[src/shared/upees_pkg.sv]
// Purpose: constants and carriers for the line event enable/status block
// Assumes: 8-bit register data, 6-bit register address, 25 MHz clock
// Notes: indicator bit layout is shared by enables, status and latch
package upees_pkg;

  localparam int REG_AW = 6;
  localparam int REG_DW = 8;
  localparam int IND_W = 5;

  // register offsets
  localparam logic [5:0] OFS_RISE = 6'h0d;
  localparam logic [5:0] OFS_RISE_SET = 6'h0e;
  localparam logic [5:0] OFS_RISE_CLR = 6'h0f;
  localparam logic [5:0] OFS_FALL = 6'h10;
  localparam logic [5:0] OFS_FALL_SET = 6'h11;
  localparam logic [5:0] OFS_FALL_CLR = 6'h12;
  localparam logic [5:0] OFS_STATUS = 6'h13;
  localparam logic [5:0] OFS_LATCH = 6'h14;

  // field positions inside every register of the block
  localparam int BIT_ID = 4;
  localparam int BIT_SESS_END = 3;
  localparam int BIT_SESS_OK = 2;
  localparam int BIT_SUPPLY = 1;
  localparam int BIT_HOST = 0;

  // reset values
  localparam logic [4:0] RISE_EN_RST = 5'h1f;
  localparam logic [4:0] FALL_EN_RST = 5'h1f;
  localparam logic [4:0] LATCH_RST = 5'h00;
  localparam logic [4:0] STATUS_RST = 5'h00;
  localparam logic [2:0] RSVD_BITS = 3'h0;
  localparam logic [7:0] UNMAPPED_DATA = 8'h00;

  // id sampling settle time
  localparam int ID_MASK_MS = 50;
  localparam int CLK_HZ = 25_000_000;
  localparam int ID_MASK_CYCLES = ID_MASK_MS * (CLK_HZ / 1000);

  // live indicators, bit order matches the register layout
  typedef struct packed {
    logic idGrounded;
    logic sessionEnd;
    logic sessionOk;
    logic supplyOk;
    logic hostDetached;
  } upees_ind_s;

  // one register access from the link side
  typedef struct packed {
    logic wr;
    logic rd;
    logic [5:0] addr;
    logic [7:0] wdata;
  } upees_req_s;

  // pull resistor control bits
  typedef struct packed {
    logic idPullUpEnable;
    logic plusLinePulldownEnable;
    logic minusLinePulldownEnable;
  } upees_pull_s;

  // operating modes that clear the latch on entry
  typedef struct packed {
    logic lowPower;
    logic serial;
    logic carkit;
  } upees_mode_s;

endpackage

[src/rtl/upees_event_regs.sv]
// Purpose: edge enables, live status and event latch for five line indicators
// Assumes: indicator, pull and mode inputs are synchronous to clk
// Notes: aliases share one storage; reads answer one cycle after the request
`timescale 1ns/1ps

module upees_event_regs
  import upees_pkg::*;
#(
  parameter int ID_MASK_CYC = ID_MASK_CYCLES
) (
  // clock and reset
  input wire logic clk,
  input wire logic srst,
  // register access from the link side
  input wire upees_req_s req,
  output logic [7:0] rdDataReg,
  output logic rdValidReg,
  // analog indicators and control bits
  input wire upees_ind_s ind,
  input wire upees_pull_s pull,
  input wire upees_mode_s mode,
  // event notification toward the receive command path
  output logic [4:0] eventReg,
  output logic [4:0] latchReg
);

  localparam int CNT_W = $clog2(ID_MASK_CYC + 1);
  localparam logic [CNT_W-1:0] ID_CNT_LOAD = CNT_W'(ID_MASK_CYC);

  //////////////////////////////////////////////////////////////////////////
  // helpers

  // set or clear style write into a five-bit enable
  function automatic logic [4:0] apply_alias(input logic [4:0] cur,
                                             input logic [7:0] data,
                                             input logic isSet,
                                             input logic isClr);
    logic [4:0] res;
    res = cur;
    if (isSet) begin
      res = cur | data[4:0];
    end else if (isClr) begin
      res = cur & ~data[4:0];
    end else begin
      res = data[4:0];
    end
    return res;
  endfunction

  // one five-bit field widened to a register byte
  function automatic logic [7:0] as_byte(input logic [4:0] v);
    return {RSVD_BITS, v};
  endfunction

  //////////////////////////////////////////////////////////////////////////
  // state

  logic [4:0] riseEnReg, riseEnNext;
  logic [4:0] fallEnReg, fallEnNext;
  logic [4:0] statusReg, statusNext;
  logic [4:0] latchNext;
  logic [4:0] eventNext;
  logic [2:0] modeReg;
  logic [CNT_W-1:0] idCntReg, idCntNext;
  logic [7:0] rdDataNext;
  logic rdValidNext;
  logic idMasked;
  logic hostMode;
  logic latchClr;
  logic [4:0] indBits;
  logic [4:0] riseEdge, fallEdge;

  //////////////////////////////////////////////////////////////////////////
  // next-state logic

  // session_ok arrives already equal to the a-device session valid
  assign indBits = ind;

  // mask held from pull-up off until the settle count expires
  assign idMasked = !pull.idPullUpEnable || (idCntReg != '0);
  assign hostMode = pull.plusLinePulldownEnable &&
                    pull.minusLinePulldownEnable;

  always_comb begin
    // settle counter reloads whenever sampling is off
    idCntNext = idCntReg;
    if (!pull.idPullUpEnable) begin
      idCntNext = ID_CNT_LOAD;
    end else if (idCntReg != '0) begin
      idCntNext = idCntReg - 1'b1;
    end

    // live status, id frozen while masked, host forced low in low power
    statusNext = indBits;
    if (idMasked) begin
      statusNext[BIT_ID] = statusReg[BIT_ID];
    end
    if (mode.lowPower) begin
      statusNext[BIT_HOST] = 1'b0;
    end

    // edges against the previous cycle's value
    riseEdge = statusNext & ~statusReg & riseEnReg;
    fallEdge = ~statusNext & statusReg & fallEnReg;
    eventNext = riseEdge | fallEdge;
    if (idMasked) begin
      eventNext[BIT_ID] = 1'b0;
    end
    if (!hostMode) begin
      eventNext[BIT_HOST] = 1'b0;
    end
    // forced-low host status in low power is not a line change
    if (mode.lowPower) begin
      eventNext[BIT_HOST] = 1'b0;
    end

    // enable storage, aliases land in the same write cycle
    riseEnNext = riseEnReg;
    fallEnNext = fallEnReg;
    if (req.wr) begin
      unique case (req.addr)
        OFS_RISE: riseEnNext = apply_alias(riseEnReg, req.wdata,
                                           1'b0, 1'b0);
        OFS_RISE_SET: riseEnNext = apply_alias(riseEnReg, req.wdata,
                                               1'b1, 1'b0);
        OFS_RISE_CLR: riseEnNext = apply_alias(riseEnReg, req.wdata,
                                               1'b0, 1'b1);
        OFS_FALL: fallEnNext = apply_alias(fallEnReg, req.wdata,
                                           1'b0, 1'b0);
        OFS_FALL_SET: fallEnNext = apply_alias(fallEnReg, req.wdata,
                                               1'b1, 1'b0);
        OFS_FALL_CLR: fallEnNext = apply_alias(fallEnReg, req.wdata,
                                               1'b0, 1'b1);
        default: ;
      endcase
    end

    // latch clears on read or mode entry; a new event wins over the clear
    latchClr = (req.rd && req.addr == OFS_LATCH) ||
               (|(mode & ~modeReg));
    latchNext = (latchClr ? LATCH_RST : latchReg) | eventNext;

    // read data shows the value before any same-cycle write
    rdValidNext = req.rd;
    rdDataNext = UNMAPPED_DATA;
    if (req.rd) begin
      unique case (req.addr)
        OFS_RISE, OFS_RISE_SET, OFS_RISE_CLR:
          rdDataNext = as_byte(riseEnReg);
        OFS_FALL, OFS_FALL_SET, OFS_FALL_CLR:
          rdDataNext = as_byte(fallEnReg);
        OFS_STATUS: rdDataNext = as_byte(statusReg);
        OFS_LATCH: rdDataNext = as_byte(latchReg);
        default: rdDataNext = UNMAPPED_DATA;
      endcase
    end
  end

  //////////////////////////////////////////////////////////////////////////
  // registers

  // host bit is loaded from the line so it reflects attach state
  always_ff @(posedge clk) begin
    if (srst) begin
      riseEnReg <= RISE_EN_RST;
      fallEnReg <= FALL_EN_RST;
      statusReg <= STATUS_RST | {4'h0, ind.hostDetached};
      latchReg <= LATCH_RST;
      eventReg <= '0;
      modeReg <= '0;
      idCntReg <= ID_CNT_LOAD;
      rdDataReg <= UNMAPPED_DATA;
      rdValidReg <= 1'b0;
    end else begin
      riseEnReg <= riseEnNext;
      fallEnReg <= fallEnNext;
      statusReg <= statusNext;
      latchReg <= latchNext;
      eventReg <= eventNext;
      modeReg <= mode;
      idCntReg <= idCntNext;
      rdDataReg <= rdDataNext;
      rdValidReg <= rdValidNext;
    end
  end
endmodule

[config.mk]
export PLATFORM = sky130hd
export DESIGN_NAME = upees_event_regs
export DESIGN_NICKNAME = d
export VERILOG_FILES = /design/src/shared/upees_pkg.sv /design/src/rtl/upees_event_regs.sv
export SDC_FILE = /design/constraint.sdc
export NUM_CORES = 1
export LEC_CHECK = 0
export BUFFER_PORTS_ARGS = -buffer_cell sky130_fd_sc_hd__buf_2
export CORE_ASPECT_RATIO = 2
export CORE_MARGIN = 2
export CORE_UTILIZATION = 35
export DETAILED_ROUTE_END_ITERATION = 12
export GPL_TIMING_DRIVEN = 0
export SLEW_MARGIN = 20
export SYNTH_ARGS = -nofsm -noshare
export SYNTH_HDL_FRONTEND = slang
export SYNTH_SLANG_ARGS = --single-unit
[constraint.sdc]
create_clock -name clk -period 1.82 [get_ports clk]
set_input_delay 0.182 -clock clk [delete_from_list [all_inputs] [get_ports clk]]
set_output_delay 0.182 -clock clk [all_outputs]
set_load 0.02 [all_outputs]
# Word level (Yosys, flattened, before mapping)
# Index checks and enable logic that the tools add are counted.
[totals]
elab_cells = 61
regBits = 58
inputBits = 29
out_inout_bits = 19
[op_classes]
n_bitwise = 17
reduce_logical = 15
n_addsub = 1
eq_ne = 8
n_mux = 10
[op_table]
columns = ["op", "count"]
rows = [
  ["5-bit AND", 6],
  ["6-bit by 5-bit equality test with 1-bit output (second input constant)", 5],
  ["5-bit case mux with 3 select lines", 2],
  ["21-bit nonzero test", 1],
  ["21-bit by 1-bit subtractor with 21-bit output (second input constant)", 1],
  ["5-bit OR", 4],
  ["5-bit case mux with 4 select lines", 1],
  ["6-bit by 4-bit equality test with 1-bit output (second input constant)", 3],
  ["5-bit NOT", 3],
  ["3-bit OR reduction", 3],
  ["1-bit 2-to-1 mux", 6],
  ["3-bit nonzero test", 2],
  ["5-bit 2-to-1 mux", 1],
  ["2-bit AND reduction", 2],
  ["2-bit OR reduction", 2],
  ["3-bit AND", 1],
  ["3-bit NOT", 1],
  ["1-bit logical AND", 2],
  ["1-bit logical OR", 2],
  ["1-bit NOT", 2],
  ["1-bit logical NOT", 1],
]

# Longest topological paths before layout
# Gate-level depths: netlist (run 1).
[logic_depth]
ltp_word = 10
ltp_mapped = 8
mapped_depth_nobuf = 7

# Least setup slack after synthesis (run 1)
# Ideal clock, no wire load.
[synth_path]
kind = "register to register"
startpoint = "reg idCntReg[4]"
endpoint = "reg idCntReg[0]"
setup_slack_ps = -129
t_required_ps = 1692
setup_ps = 128
arrival_time_ps = 1821
stages_incl_launch_ff = 7
period_less_slack_ps = 1949
cell_sequence = "dfxtp_1 > or4_1 > clkbuf_2 > nor4_4 > nand4_1 > xnor2_1 > nor2_1"
[synth_via]
elab_chain_len = 1
[synth_rtl]
columns = ["element", "line", "source"]
rows = [
  ["start, declared", "upees_event_regs.sv:64", "logic [CNT_W-1:0] idCntReg, idCntNext;"],
  ["start signal, assigned", "upees_event_regs.sv:181", "idCntReg <= idCntNext;"],
  ["21-bit nonzero test", "upees_event_regs.sv:89", "end else if (idCntReg != '0) begin"],
]
# Every way passes these cells.
# A chain may end at the register's enable or synchronous reset.

# Worst setup path after layout (run 1)
[layout_path]
startpoint = "reg idCntReg[11]"
endpoint = "reg idCntReg[19]"
[layout_via]
elab_chain_len = 1
word_cells_on_any_way = 2
classes_between = "add/sub: 1; reduce/logical: 1"
[layout_rtl]
columns = ["element", "line"]
rows = [
  ["21-bit by 1-bit subtractor with 21-bit output or 21-bit nonzero test (tied branches)", "upees_event_regs.sv:90, upees_event_regs.sv:89"],
]
# Several ways; a longest one is shown, not always the timed one.

==> results of run 1 <==
synth_stat cells, types with 2 or more instances:
library cell	count	area [um2]
dfxtp_1	55	1100
o31ai_1	3	22.5
a21o_1	5	37.5
nor2_1	23	86.3
xor2_1	7	61.3
and4bb_2	2	25.0
nand2_1	22	82.6
clkbuf_1	5	18.8
or4_1	4	30.0
a21oi_1	20	100
nor3_1	3	15.0
ha_1	2	25.0
buf_4	3	22.5
inv_1	7	26.3
nand3_1	6	30.0
xnor2_1	5	43.8
nor2b_1	9	56.3
nand3b_1	10	75.1
a221o_1	5	50.1
a21o_2	2	17.5
a222oi_1	5	50.1
o211ai_1	3	22.5
or2_2	3	18.8
a211oi_1	5	37.5
nor3b_1	2	15.0
nor4_1	3	18.8
a2111oi_0	2	17.5
and2_1	2	12.5
nand4b_1	4	35.0
nand2b_1	2	12.5
o21ai_0	12	60.1
worst max-delay path, delay by kind of cell, from the launching register on:
family        cells  cell delay [ps]
flops             1              320
xor+xnor          1              110
buf+inv           1              190
simple gates      4             1200
how the worst min path moves through the flow:
stage          slack, ps  startpoint                endpoint  cells past startpoint
2_1_floorplan        270        srst   rdValidReg$_SDFF_PP0_                      1
3_3_place_gp         400     mode[2]  eventReg[0]$_SDFF_PP0_                      2
3_5_place_dp         410     mode[2]  eventReg[0]$_SDFF_PP0_                      2
4_1_cts               80     mode[2]  eventReg[0]$_SDFF_PP0_                      2
5_1_grt              110     mode[2]  eventReg[0]$_SDFF_PP0_                      2
6_report              90     mode[2]  eventReg[0]$_SDFF_PP0_                      2
registers in the layout, indices dropped and copies added (netlist names):
signal	flops
eventReg	5
fallEnReg	5
idCntReg	21
latchReg	5
modeReg	3
rdDataReg	5
rdValidReg	1
riseEnReg	5
statusReg	5
logic make-up after synthesis:
group | Yosys count | synth area share
AO/OA/AOI/OAI | 65 | 0.185
XOR/XNOR | 12 | 0.0444
flip-flops | 55 | 0.465
buffers and inverters | 17 | 0.0323
multiplexers | 1 | 0.00423
other | 1 | 0.00158
AND/OR/NAND/NOR | 105 | 0.257
adder cells (fa/ha/maj) | 2 | 0.0106
power by group:
part	internal [mW]	switching, mW	leakage (nW)
clock	0.650	0.461	0.0838
sequential	1.24	0.0260	0.450
combinational	0.119	0.148	0.728
per-stage QoR:
step / utilization / instance area [um2]
after floorplan: - / 2390
after global placement: 0.412 / 2710
after detailed placement: 0.415 / 2730
after CTS: 0.466 / 3060
after global routing: 0.477 / 3130
final: 0.477 / 3130
layer usage:
layer / GRT usage / part of all wire / vias to the layer above
li1: - / - / 1064
met1: 0.151 / 0.35 / 1022
met2: 0.354 / 0.60 / 43
met3: 0.0260 / 0.029 / 10
met4: 0.108 / 0.024 / 0
met5: 0 / 0 / -
cell type report:
| class | count | area, um2 | area share |
|---|---|---|---|
| Sequential cell | 55 | 1110 | 0.353 |
| Tap cell | 88 | 110 | 0.0351 |
| Clock inverter | 3 | 43.8 | 0.0140 |
| Clock buffer | 5 | 125 | 0.0399 |
| Inverter | 7 | 26.3 | 0.00839 |
| Buffer | 7 | 37.5 | 0.0120 |
| Timing Repair Buffer | 59 | 349 | 0.111 |
| Multi-Input combinational cell | 188 | 1330 | 0.426 |
repair_timing:
action,CTS,global route
pin swaps,9,15
resized for setup,18,15
hold endpoints to repair,0,0
buffers inserted,13,4
setup endpoints to repair,29,24
==> results_dict.tcl, run 1 <==
set metrics [dict create \
    run_status "complete, but fails checks" \
    violations "setup timing" \
    dp_slack_ps -434 \
    netlist_instances 258 \
    ys.flop_type "dfxtp_1" \
    yosysWarnings 0 \
    hold_violations 0 \
    finalClockSkew_ps 6.36 \
    clock_latency_ps 300 \
    start_kind "flop" \
    antennaDiodeCount 0 \
    powerDensity_nw_per_um2 843 \
    start_util 0.360 \
    reg2reg_to "idCntReg[19]$_SDFFE_PP0P_" \
    core_um2 6570 \
    globalplace.congestion 0.789 \
    fill_cells 654 \
    firstDrtPassIters 5 \
    yosysSeqAreaShare 0.465 \
    hold-worst-slack_ps 85.5 \
    rows 42 \
    grt.total_usage 0.173 \
    critPathSlowestCell "or4_4" \
    max_stage_delay_ps 570 \
    overflow 0 \
    crit_path_end_kind "flop" \
    pin_count 48 \
    clock-sinks 55 \
    cts.clk_slew.worst_paths_ps 70 \
    synth_area_per_cell_um2 9.17 \
    path_class "reg2reg" \
    setup-tns-final_ps -619 \
    via_per_inst 5.19 \
    finalPower_mw 2.64 \
    cp-endpoint "idCntReg[19]$_SDFFE_PP0P_" \
    final_common_cell "dfxtp_1" \
    holdCritPathClass "in2reg" \
    cts_buffer_depth 2 \
    cap_viol_max_count 0 \
    synthArstFlopShare 0 \
    synth_edf_count 0 \
    reg2reg_depth 6 \
    antenna_found_initial 0 \
    synth_seq_cells 55 \
    cp_max_fo 4 \
    nets 354 \
    crit_required_ps 1990 \
    synthToLayoutAreaGrowth_pct 32.4 \
    cts_tree "done" \
    clockRootBuffer "clkbuf_16" \
    drc 0 \
    netlist_area_um2 2370 \
    r2r_setup_slack_ps -120 \
    clock.fmax_mhz 514 \
    p_leak_nw 1.26 \
    arrival_ps 2120 \
    post-route-period-util 1.07 \
    crit_path_start "idCntReg[11]$_SDFFE_PP0P_" \
    drive_gt1_frac 0.324 \
    grt_max_degree 18 \
    final_cells 412 \
    via_count 2139 \
    mostFrequentLayoutCells "dfxtp_1 (50), buf_2 (42), nor2_1 (23)" \
    dp_cells 390 \
    ir_drop_mv 0.693 \
    worst_slack_ps -124 \
    cts_hold_buf 0 \
    ant_nets 0 \
    synthDistinctLibCells 48 \
    die_area_um2 7470 \
    drt_iter0_drc 47 \
    drv_slew 0 \
    die_w_um 62.1 \
    cp_cell_sequence "or4_4, nor4_4, buf_4, and4bb_2, xnor2_2, nor2_1" \
    detail_route.wl_per_cell_um 15.1 \
    timing.rr.start "idCntReg[11]$_SDFFE_PP0P_" \
    first_global_vias 2134 \
    relSlewSlack 0.457 \
    dpl.hpwl_um 4560 \
    min_period_ps 1940 \
    htreeDepth 2 \
    rsz0062_at_grt "yes" \
    setup_viol 9 \
    wirelength_um 6210 \
    port_buffers 41 \
    numCtsBuffers 5 \
    worst_pin_slew_ps 808 \
    grt_pass1_wl_um 10100 \
    die_h_um 120 \
]
Power figures use the tool's default switching activity.
==> run 2: changes to the inputs <==
--- a/config.mk
+++ b/config.mk
@@ -11,6 +11,7 @@
 export CORE_UTILIZATION = 35
 export DETAILED_ROUTE_END_ITERATION = 12
 export GPL_TIMING_DRIVEN = 0
+export SETUP_SLACK_MARGIN = 0.02
 export SLEW_MARGIN = 20
 export SYNTH_ARGS = -nofsm -noshare
 export SYNTH_HDL_FRONTEND = slang
==> run 2 against run 1 <==
The flow still finishes with violations (setup timing). Sequential power about the same. Flip-flop and latch count unchanged. Total power decreased by 4.8%. Global-route usage down 0.96 points. Cell count increased by 0.24%. Wire length is 0.82% lower. Critical endpoint is now idCntReg[4]$_SDFFE_PP1P_. Largest cell class unchanged. Highest routed layer unchanged.
==> results_dict.tcl, run 2 (synthesized netlist as in run 1, its figures left out) <==
set metrics [dict create \
    die_w_um 62.1 \
    drive_gt1_frac 0.326 \
    first_global_vias 2110 \
    clock_latency_ps 300 \
    crit_path_end_kind "flop" \
    dpl.hpwl_um 4560 \
    clock-sinks 55 \
    drv_slew 0 \
    antennaDiodeCount 0 \
    mostFrequentLayoutCells "dfxtp_1 (49), buf_2 (42), nor2_1 (23)" \
    firstDrtPassIters 4 \
    start_kind "flop" \
    p_leak_nw 1.26 \
    worst_pin_slew_ps 711 \
    die_area_um2 7470 \
    pin_count 48 \
    wirelength_um 6160 \
    path_depth 7 \
    reg2reg_depth 7 \
    worst_slack_ps -110 \
    nets 355 \
    min_period_ps 1930 \
    place_area_um2 2730 \
    utilization 0.480 \
    rsz0062_at_grt "yes" \
    drt_iter0_drc 78 \
    cts_buffer_depth 2 \
    drc 0 \
    cts_tree "done" \
    cp_max_fo 5 \
    grt_max_degree 19 \
    cts.clk_slew.worst_paths_ps 70 \
    postLayoutCellArea_um2 3150 \
    setup-tns-final_ps -678 \
    largest_reg_flops 21 \
    overflow 0 \
    setup_viol 13 \
    cp_cell_sequence "or4_4, nor4_4, buf_4, buf_8, a21o_4, xor2_1, nand2_1" \
    detail_route.wl_per_cell_um 14.9 \
    max_stage_delay_ps 560 \
    numCtsBuffers 5 \
    path_class "reg2reg" \
    port_buffers 41 \
    crit_buf_inv 2 \
    antenna_found_initial 0 \
    critPathSlowestCell "or4_4" \
    via_per_inst 5.17 \
    hold_violations 0 \
    finalClockSkew_ps 5.32 \
    powerDensity_nw_per_um2 798 \
    via_count 2134 \
    clock.fmax_mhz 518 \
    holdCritPathClass "in2reg" \
    ant_nets 0 \
    synthToLayoutAreaGrowth_pct 33.2 \
    arrival_ps 2100 \
    grt.total_usage 0.163 \
    core_um2 6570 \
    rows 42 \
    post-route-period-util 1.06 \
    relSlewSlack 0.525 \
    ir_drop_mv 0.592 \
    top_register "idCntReg" \
    violations "setup timing" \
    crit_required_ps 1990 \
    grt_pass1_wl_um 9610 \
    final_common_cell "dfxtp_1" \
    path_delay_family "simple AND/OR/NAND/NOR gates" \
    cap_viol_max_count 0 \
    holdPathStages 2 \
    globalplace.congestion 0.776 \
    htreeDepth 2 \
    run_status "complete, but fails checks" \
    die_h_um 120 \
    start_util 0.360 \
    clockRootBuffer "clkbuf_16" \
]
[run 2: per-stage QoR]
step,hold slack [ps],cells,setup slack [ps],total power [mW]
after floorplan,265,260,-38.4,1.42
after detailed placement,409,390,-436,1.52
after global placement,411,389,-949,1.51
after CTS,91.7,407,-193,2.51
after global routing,110,413,-163,2.61
final,96.6,413,-110,2.51
[run 2: path summary, 6_finish.rpt]
path	from	to	slack [ps]
max	idCntReg[11]$_SDFFE_PP0P_	idCntReg[4]$_SDFFE_PP1P_	-110
min	mode[2]	eventReg[0]$_SDFF_PP0_	100
max reg2reg	idCntReg[11]$_SDFFE_PP0P_	idCntReg[4]$_SDFFE_PP1P_	-110
min reg2reg	statusReg[2]$_SDFF_PP0_	rdDataReg[2]$_SDFF_PP0_	480
[run 2: worst reg2reg max path, stage by stage (launching register included)]
cell and delay (ps):
dfxtp_2 320, or4_4 560, nor4_4 260, buf_4 190
buf_8 130, a21o_4 150, xor2_1 140, nand2_1 60
[run 2: report_power, final]
part / internal, mW / total [mW] / switching, mW / leakage (nW)
Clock: 0.518 / 0.974 / 0.455 / 0.0746
Combinational: 0.127 / 0.278 / 0.151 / 0.737
Sequential: 1.24 / 1.26 / 0.0260 / 0.450
Total: 1.88 / 2.51 / 0.632 / 1.26
[run 2: routing by layer]
metal  global-route usage  routed length [um]
met5                    0                   0
met4               0.0639                  93
met3               0.0335                 168
met2                0.344                3690
met1                0.145                2210
[run 2: final cells by class]
cell class              count  area [um2]
fillers                   647        3420
multi-input cells         188        1360
flip-flops and latches     55        1110
repair buffers             59         353
clock buffers               5         125
well taps                  88         110
plain buffers               8        48.8
inverters                   7        26.3
clock inverters             3        22.5
[run 2: repair_timing]
item / 4_1_cts / 5_1_grt
setup endpoints to repair: 29 / 27
resized for setup: 18 / 23
pin swaps: 9 / 14
setup buffers: 10 / 7
hold buffers: 0 / 0
